### src/rtl/xfer_exec_map.vh
// Constants for the transfer, test and software-trap execution unit.
// Included by the execution unit, its checker and its bench; definitions only.
`ifndef XFER_EXEC_MAP_VH
`define XFER_EXEC_MAP_VH

`define OPC_SOFT_TRAP 8'h83
`define OPC_ACC_TO_FLAGS 8'h84
`define OPC_FLAGS_TO_ACC 8'h85
`define OPC_STACK_TO_INDEX 8'h95
`define OPC_INDEX_TO_STACK 8'h94
`define OPC_ACC_TO_INDEXLOW 8'h97
`define OPC_INDEXLOW_TO_ACC 8'h9f
`define OPC_CHECK_DIRECT 8'h3d
`define OPC_CHECK_ACC 8'h4d
`define OPC_CHECK_INDEXLOW 8'h5d
`define OPC_CHECK_OFFSET8 8'h6d
`define OPC_CHECK_NOOFFSET 8'h7d
`define OPC_PREFIX 8'h9e

`define CYC_SOFT_TRAP 4'h9
`define CYC_ACC_TO_FLAGS 4'h2
`define CYC_FLAGS_TO_ACC 4'h1
`define CYC_STACK_INDEX 4'h2
`define CYC_INDEXLOW_XFER 4'h1
`define CYC_CHECK_DIRECT 4'h3
`define CYC_CHECK_REG 4'h1
`define CYC_CHECK_OFFSET8 4'h3
`define CYC_CHECK_NOOFFSET 4'h2
`define CYC_CHECK_STACK8 4'h4

`define FLAG_V 7
`define FLAG_H 4
`define FLAG_I 3
`define FLAG_N 2
`define FLAG_Z 1
`define FLAG_C 0

`define RST_FLAGS 8'h68
`define RST_STACK 16'h00ff
`define RST_PROGCTR 16'h0000
`define TRAP_VECTOR 16'hfffc

`endif

### src/rtl/xfer_exec_mem.v
// Small byte memory standing in for the core's data space.
// One write port and one read port; read data is registered.
`timescale 1ns/1ns
`default_nettype none
module xfer_exec_mem #(
    parameter ADDR_W = 8
) (
    input wire clk_sys, // Core clock
    input wire wr_en, // Write strobe
    input wire [ADDR_W-1:0] wr_addr, // Write address
    input wire [7:0] wr_data, // Write byte
    input wire [ADDR_W-1:0] rd_addr, // Read address
    output reg [7:0] rd_data // Registered read byte
);
    reg [7:0] mem [0:(1<<ADDR_W)-1];

    always @(posedge clk_sys) begin
        if (wr_en) begin
            mem[wr_addr] <= wr_data;
        end
        rd_data <= mem[rd_addr];
    end
endmodule // xfer_exec_mem
`default_nettype wire

### src/rtl/xfer_exec.v
// Execution unit for the trap, transfer and zero/negative check opcodes.
// Assumes one opcode (plus prefix/offset bytes) is handed in per start
// pulse; the low memory page is modelled by xfer_exec_mem.
// A start is decoded only from idle, so one during execution is dropped.
// done rises N+1 edges after the take edge, N being the opcode's count;
// every register and memory effect has landed by then.
`timescale 1ns/1ns
`default_nettype none
`include "xfer_exec_map.vh"
module xfer_exec #(
    parameter ADDR_W = 8
) (
    input wire clk_sys, // Core clock, 25 MHz
    input wire resetn, // Synchronous reset, active low
    input wire start, // Pulse: opcode bytes valid
    input wire [7:0] opcode, // Opcode byte
    input wire prefixed, // Opcode preceded by prefix byte
    input wire [7:0] operand, // Direct address or offset byte
    input wire [15:0] trap_vector, // Interrupt vector bytes
    output reg busy, // Instruction in progress
    output reg done, // Pulse: effects complete, fetch next
    output reg illegal, // Pulse: opcode not handled here
    output reg [7:0] acc, // Accumulator
    output reg [15:0] index, // H:X index
    output reg [15:0] stack, // Stack pointer
    output reg [15:0] progctr, // Program counter
    output reg [7:0] flags_register // V 1 1 H I N Z C
);
    localparam S_IDLE = 2'd0;
    localparam S_RUN = 2'd1;
    localparam S_DONE = 2'd2;

    localparam K_NONE = 3'd0;
    localparam K_TRAP = 3'd1;
    localparam K_A2F = 3'd2;
    localparam K_F2A = 3'd3;
    localparam K_S2X = 3'd4;
    localparam K_X2S = 3'd5;
    localparam K_A2X = 3'd6;
    localparam K_X2A = 3'd7;

    // Trap sequence steps, counted by cyc_reg from 1
    localparam T_BUMP = 4'h1;
    localparam T_PUSH_PCL = 4'h2;
    localparam T_PUSH_PCH = 4'h3;
    localparam T_PUSH_X = 4'h4;
    localparam T_PUSH_A = 4'h5;
    localparam T_PUSH_FLAGS = 4'h6;
    localparam T_VEC_HIGH = 4'h7;
    localparam T_VEC_LOW = 4'h8;

    reg [1:0] state_reg;
    reg [2:0] kind_reg;
    reg check_reg;
    reg [3:0] cyc_reg;
    reg [3:0] len_reg;
    reg [ADDR_W-1:0] ea_reg;
    reg mem_op_reg;
    reg wr_en;
    reg [ADDR_W-1:0] wr_addr;
    reg [7:0] wr_data;
    wire [7:0] rd_data;

    // Flags after a zero/negative check of a byte
    function [7:0] check_flags;
        input [7:0] f;
        input [7:0] v;
        begin
            check_flags = f;
            check_flags[`FLAG_V] = 1'b0;
            check_flags[`FLAG_N] = v[7];
            check_flags[`FLAG_Z] = (v == 8'h00);
        end
    endfunction

    // Low-page operand address: base register plus offset byte
    function [ADDR_W-1:0] off_addr;
        input [15:0] base;
        input [7:0] off;
        begin
            off_addr = base[ADDR_W-1:0] + off[ADDR_W-1:0];
        end
    endfunction

    // Pushes and operand reads share one little memory
    xfer_exec_mem #(.ADDR_W(ADDR_W)) u_mem (
        .clk_sys(clk_sys),
        .wr_en(wr_en),
        .wr_addr(wr_addr),
        .wr_data(wr_data),
        .rd_addr(ea_reg),
        .rd_data(rd_data)
    );

    // Decode and launch
    always @(posedge clk_sys) begin
        if (!resetn) begin
            state_reg <= S_IDLE;
            kind_reg <= K_NONE;
            check_reg <= 1'b0;
            cyc_reg <= 4'h0;
            len_reg <= 4'h0;
            ea_reg <= {ADDR_W{1'b0}};
            mem_op_reg <= 1'b0;
            wr_en <= 1'b0;
            wr_addr <= {ADDR_W{1'b0}};
            wr_data <= 8'h00;
            // Stack and flags reset values are this core's own choice
            busy <= 1'b0;
            done <= 1'b0;
            illegal <= 1'b0;
            acc <= 8'h00;
            index <= 16'h0000;
            stack <= `RST_STACK;
            progctr <= `RST_PROGCTR;
            flags_register <= `RST_FLAGS;
        end else begin
            done <= 1'b0;
            illegal <= 1'b0;
            wr_en <= 1'b0;
            case (state_reg)
                S_IDLE: begin
                    if (start) begin
                        busy <= 1'b1;
                        cyc_reg <= 4'h1;
                        // Clearing check and memory flags keeps old forms out
                        check_reg <= 1'b0;
                        mem_op_reg <= 1'b0;
                        kind_reg <= K_NONE;
                        state_reg <= S_RUN;
                        // Only the zero/negative check has a stack form here
                        if (prefixed) begin
                            if (opcode == `OPC_CHECK_OFFSET8) begin
                                check_reg <= 1'b1;
                                mem_op_reg <= 1'b1;
                                len_reg <= `CYC_CHECK_STACK8;
                                ea_reg <= off_addr(stack, operand);
                            end else begin
                                illegal <= 1'b1;
                                busy <= 1'b0;
                                state_reg <= S_IDLE;
                            end
                        end else begin
                            case (opcode)
                                `OPC_SOFT_TRAP: begin
                                    kind_reg <= K_TRAP;
                                    len_reg <= `CYC_SOFT_TRAP;
                                end
                                `OPC_ACC_TO_FLAGS: begin
                                    kind_reg <= K_A2F;
                                    len_reg <= `CYC_ACC_TO_FLAGS;
                                end
                                `OPC_FLAGS_TO_ACC: begin
                                    kind_reg <= K_F2A;
                                    len_reg <= `CYC_FLAGS_TO_ACC;
                                end
                                `OPC_STACK_TO_INDEX: begin
                                    kind_reg <= K_S2X;
                                    len_reg <= `CYC_STACK_INDEX;
                                end
                                `OPC_INDEX_TO_STACK: begin
                                    kind_reg <= K_X2S;
                                    len_reg <= `CYC_STACK_INDEX;
                                end
                                `OPC_ACC_TO_INDEXLOW: begin
                                    kind_reg <= K_A2X;
                                    len_reg <= `CYC_INDEXLOW_XFER;
                                end
                                `OPC_INDEXLOW_TO_ACC: begin
                                    kind_reg <= K_X2A;
                                    len_reg <= `CYC_INDEXLOW_XFER;
                                end
                                `OPC_CHECK_DIRECT: begin
                                    check_reg <= 1'b1;
                                    mem_op_reg <= 1'b1;
                                    len_reg <= `CYC_CHECK_DIRECT;
                                    ea_reg <= operand[ADDR_W-1:0];
                                end
                                `OPC_CHECK_ACC: begin
                                    check_reg <= 1'b1;
                                    kind_reg <= K_A2X;
                                    len_reg <= `CYC_CHECK_REG;
                                end
                                `OPC_CHECK_INDEXLOW: begin
                                    check_reg <= 1'b1;
                                    kind_reg <= K_X2A;
                                    len_reg <= `CYC_CHECK_REG;
                                end
                                `OPC_CHECK_OFFSET8: begin
                                    check_reg <= 1'b1;
                                    mem_op_reg <= 1'b1;
                                    len_reg <= `CYC_CHECK_OFFSET8;
                                    ea_reg <= off_addr(index,
                                        operand);
                                end
                                `OPC_CHECK_NOOFFSET: begin
                                    check_reg <= 1'b1;
                                    mem_op_reg <= 1'b1;
                                    len_reg <= `CYC_CHECK_NOOFFSET;
                                    ea_reg <= index[ADDR_W-1:0];
                                end
                                default: begin
                                    illegal <= 1'b1;
                                    busy <= 1'b0;
                                    state_reg <= S_IDLE;
                                end
                            endcase
                        end
                    end
                end
                S_RUN: begin
                    cyc_reg <= cyc_reg + 4'h1;
                    if (kind_reg == K_TRAP && !check_reg) begin
                        // Pushes happen in cycles 2..6; SP moves after each
                        case (cyc_reg)
                            T_BUMP: progctr <= progctr + 16'h0001;
                            T_PUSH_PCL: begin
                                wr_en <= 1'b1;
                                wr_addr <= stack[ADDR_W-1:0];
                                wr_data <= progctr[7:0];
                                stack <= stack - 16'h0001;
                            end
                            T_PUSH_PCH: begin
                                wr_en <= 1'b1;
                                wr_addr <= stack[ADDR_W-1:0];
                                wr_data <= progctr[15:8];
                                stack <= stack - 16'h0001;
                            end
                            T_PUSH_X: begin
                                wr_en <= 1'b1;
                                wr_addr <= stack[ADDR_W-1:0];
                                wr_data <= index[7:0];
                                stack <= stack - 16'h0001;
                            end
                            T_PUSH_A: begin
                                wr_en <= 1'b1;
                                wr_addr <= stack[ADDR_W-1:0];
                                wr_data <= acc;
                                stack <= stack - 16'h0001;
                            end
                            // Old flags go out; the mask is set on the same edge
                            T_PUSH_FLAGS: begin
                                wr_en <= 1'b1;
                                wr_addr <= stack[ADDR_W-1:0];
                                wr_data <= flags_register;
                                stack <= stack - 16'h0001;
                                flags_register[`FLAG_I] <= 1'b1;
                            end
                            // Vector is taken a byte per cycle, high first
                            T_VEC_HIGH: begin
                                progctr[15:8] <= trap_vector[15:8];
                            end
                            T_VEC_LOW: begin
                                progctr[7:0] <= trap_vector[7:0];
                            end
                            default: ;
                        endcase
                    end
                    // Memory forms use rd_data registered from ea_reg
                    if (cyc_reg == len_reg) begin
                        state_reg <= S_DONE;
                        if (check_reg && mem_op_reg) begin
                            flags_register <= check_flags(flags_register,
                                rd_data);
                        end else if (check_reg && kind_reg == K_A2X) begin
                            flags_register <= check_flags(flags_register,
                                acc);
                        end else if (check_reg) begin
                            flags_register <= check_flags(flags_register,
                                index[7:0]);
                        end else begin
                            // Bits 6:5 of the flags always read as one
                            case (kind_reg)
                                K_A2F: flags_register <= acc | 8'h60;
                                K_F2A: acc <= flags_register;
                                K_S2X: index <= stack + 16'h0001;
                                K_X2S: stack <= index - 16'h0001;
                                K_A2X: index[7:0] <= acc;
                                K_X2A: acc <= index[7:0];
                                default: ;
                            endcase
                        end
                    end
                end
                S_DONE: begin
                    // Memory writes have landed; next opcode may start
                    busy <= 1'b0;
                    done <= 1'b1;
                    state_reg <= S_IDLE;
                end
                default: state_reg <= S_IDLE;
            endcase
        end
    end
endmodule // xfer_exec
`default_nettype wire

### config.mk
export PLATFORM = sky130hd
export DESIGN_NAME = xfer_exec
export DESIGN_NICKNAME = d
export VERILOG_FILES = /design/src/rtl/xfer_exec_mem.v /design/src/rtl/xfer_exec.v
export VERILOG_INCLUDE_DIRS = /design/src /design/src/rtl
export SDC_FILE = /design/constraint.sdc
export NUM_CORES = 2
export LEC_CHECK = 0
export ABC_AREA = 0
export BUFFER_PORTS_ARGS = -buffer_cell sky130_fd_sc_hd__buf_2
export CORE_ASPECT_RATIO = 1.2
export CORE_UTILIZATION = 38
export CTS_CLUSTER_DIAMETER = 60
export DETAILED_ROUTE_END_ITERATION = 7
export PLACE_DENSITY = 0.53
export REMOVE_ABC_BUFFERS = 1
export SLEW_MARGIN = 30
export SYNTH_ARGS = -nofsm -noshare
export SYNTH_HDL_FRONTEND = slang
export SYNTH_SLANG_ARGS = --single-unit
### constraint.sdc
create_clock -name clk_sys -period 6.3 [get_ports clk_sys]
set_clock_uncertainty 0.1 [all_clocks]
set_input_delay 0.945 -clock clk_sys [delete_from_list [all_inputs] [get_ports clk_sys]]
set_output_delay 0.945 -clock clk_sys [all_outputs]
set_load 0.03 [all_outputs]
==> metrics.md <==
| Metric | Value |
|---|---|
| Max cap viols | 0 |
| ANT nets after route | 0 |
| Row cnt | 191 |
| Yosys warns | 0 |
| TritonCTS clock tree | built |
| Yosys top cell area share | 71.31% |
| Total chip power | 27720 uW |
| Data required, critical path | 6910 ps |
| Hold EP | progctr[0] |
| Worst Setup Path Type | reg -> reg |
| Hold Startpoint | trap_vector[0] |
| R2R depth | 7 |
| Max Clk Rate | 252.6 MHz |
| DR iter-0 viols | 3980 |
| Final min period | 3958 ps |
| Boundary Pins | 103 |
| GRT Util Overall | 20.16% |
| Synth Register Bits | 2161 |
| Slew margin rel. | 26.23% |
| Top cells by area, synth | edfxtp_1 (71%), mux4_2 (12%), dfxtp_1 (2.6%), nor2_1 (1.6%), mux2i_1 (1.1%) |
| Leakage Power | 0.02495 uW |
| WHS Path Cells | 3 |
| Vias in the first global route | 45250 |
| Num CTS Buffers | 207 |
| Hold Slack | 223.8 ps |
| CTS clk-pin slew, worst paths | 60 ps |
| First drt pass iteration count | 8 |
| WL final | 233000 um |
| Reg-to-reg endpoint | u_mem.rd_data[4] |
| Period utilisation layout | 62.83% |
| Cell taking the most area after synthesis | edfxtp_1 |
| Mapped Cells | 4558 |
| Die W | 436.9 um |
| Netlist Area Pre-Place | 86240 um^2 |
| CP endpoint kind | flop |
| Hold/Removal Path Class | in -> reg |
| Post-layout util | 43.01% |
| RD Place Congestion | 0.8224 |
| Max-slew violation count | 0 |
| Nets | 4763 |
| Grt ovf | 0 |
| EDFF count, synth | 2048 |
| Startpoint types | flop |
| Detailed-route via count | 44480 |
| Initial Util | 38.23% |
| Cell Pwr Density | 285.7 nW/um^2 |
| Dpl hpwl | 143100 um |
| R2R Path Start | ea_reg[0] |
| Number of setup buffers added after CTS | 0 |
| Syn avg cell area | 18.92 um^2 |
| Tightest Pin Transition | 1106 ps |
| Worst Path Arrival | 4570 ps |
| R2R setup slack | 2340 ps |
| Fraction of the yosys area taken by sequential cells | 73.93% |
| Distinct cell type count after synthesis | 90 |
| RSZ-0062 raised after global routing | false |
| Async SR Flop Fraction | 0% |
| Failing checks | design-rule violations |
| Largest net degree at the start of global routing | 206 |
| Share of cells above drive strength 1 | 22.86% |
| Root buffer cell | clkbuf_16 |
| Max reg flops | 2048 |
| Core area | 225600 um^2 |
| Via density | 5.650 |
| Most common flop cell mapped by yosys | edfxtp_1 |
| Outcome | finished, violations left |
| Initial antenna violation count | 3 |
| Residual DRC | 40 |
| Clk_lat worst skew | 880 ps |
| CTS H-tree lvls | 4 |
| Worst vdd ir | 295.6 uV |
| DIE AREA | 228900 um^2 |
| WL/cell | 29.60 um |
| Max clock buf depth | 3 |
| Global-route wire length before repair | 334500 um |
| CTS Sinks | 2161 |
| Hold Vio Cnt, Final | 0 |
| Post_cts resized | 0 |
| Synth-to-layout area growth | 12.50% |
| Die height | 523.9 um |
| CP max FO | 33 |
| Final setup fails | 0 |
| Number of port buffers | 100 |
| Hold buffers post-CTS | 0 |
| Register with the most flip-flops | u_mem.mem |
[kinds of logic (layout without fill, tap and decap cells)]
logic type / Yosys count / after routing / synth area share, %
and+or+nand+nor: 786 / 786 / 4.315
adders and majority gates: 25 / 25 / 0.3801
muxes: 618 / 618 / 14.16
xor gates and xnor gates: 39 / 39 / 0.3961
buffers and inverters: 318 / 636 / 1.872
AOI/OAI and AO/OA: 610 / 610 / 4.946
other: 1 / 6 / 0.004348
DFF: 2161 / 2161 / 73.93
[cells in the mapped netlist (all sizes together), types with 28 or more instances]
library cell  instances
o22ai               109
a31oi                28
inv                  31
nor2b                45
nand2               135
clkbuf              152
buf                 134
mux4                477
edfxtp             2048
o21ai                56
a211oi               40
o211a                29
dfxtp               113
mux2i                98
o211ai               31
a22oi                82
nand3                63
a21oi                94
nor2                371
mux2                 43
[where the power goes]
part | total (uW) | switching (uW) | internal (uW)
Clock | 12100 | 5480 | 6610
Combinational | 167 | 107 | 59.9
Sequential | 15500 | 4.24 | 15500
Total | 27700 | 5590 | 22100
[worst max-delay path, cell delays in order (launching register included)]
cell	delay (ps)
dfxtp_4	880
buf_4	480
mux4_2	560
a22o_1	270
a221oi_1	360
o22ai_1	220
o31ai_1	760
a221oi_1	110
[through the flow]
step           cells  instance area, um^2  TNS, ps  setup WS (ps)
3_3_place_gp    7473                90220        0           1826
3_5_place_dp    7481                90450        0           2239
4_1_cts         7865                96910        0           2215
2_1_floorplan   4273                84750  -161770         -17660
6_report        7872                97020        0           2342
5_1_grt         7869                97010        0           2178
[how the worst max path moves through the flow]
stage	from	to	depth (start not counted)
after floorplan	ea_reg[0]	u_mem.rd_data[2]	6
after global placement	ea_reg[2]	u_mem.rd_data[3]	7
after detailed placement	ea_reg[0]	u_mem.rd_data[4]	7
after CTS	ea_reg[0]	u_mem.rd_data[4]	7
after global routing	ea_reg[0]	u_mem.rd_data[4]	7
final	ea_reg[0]	u_mem.rd_data[4]	7
[layout by cell type, fill, tap and decap left out, types with 15 or more instances in the layout]
cell type,count
a211oi_1,40
a21boi_0,15
a21oi_1,94
a22o_1,25
a22oi_1,82
a31oi_1,28
and3_1,15
buf_12,22
buf_2,99
buf_4,89
clkbuf_1,56
clkbuf_16,208
clkinv_1,52
clkinv_2,29
dfxtp_1,102
edfxtp_1,2048
ha_1,23
inv_1,31
mux2_2,43
mux2i_1,98
mux4_2,477
nand2_1,135
nand3_1,50
nand4_1,22
nor2_1,331
nor2_2,37
nor2b_1,39
nor3_1,16
nor4_1,20
o211a_1,29
o211ai_1,31
o21ai_0,55
o221ai_1,16
o22ai_1,109
xnor2_1,18
xor2_1,21
[per-layer routing]
| metal | track usage (%) | routed length [um] |
|---|---|---|
| met2 | 34.70 | 118800 |
| met5 | 0 | 0 |
| met3 | 2.525 | 10600 |
| met4 | 6.620 | 7334 |
| met1 | 26.48 | 96280 |
[layout make-up]
class,instances,area (um^2)
fill,19690,128600
sequential,2161,63800
multi-input combinational,2080,21110
clock buffer,269,5484
tap,2991,3742
timing repair buffer,220,1773
clock inverter,115,980.9
inverter,32,120.1
antenna,4,10.01
Note: power is estimated with default switching activity, not from simulation.
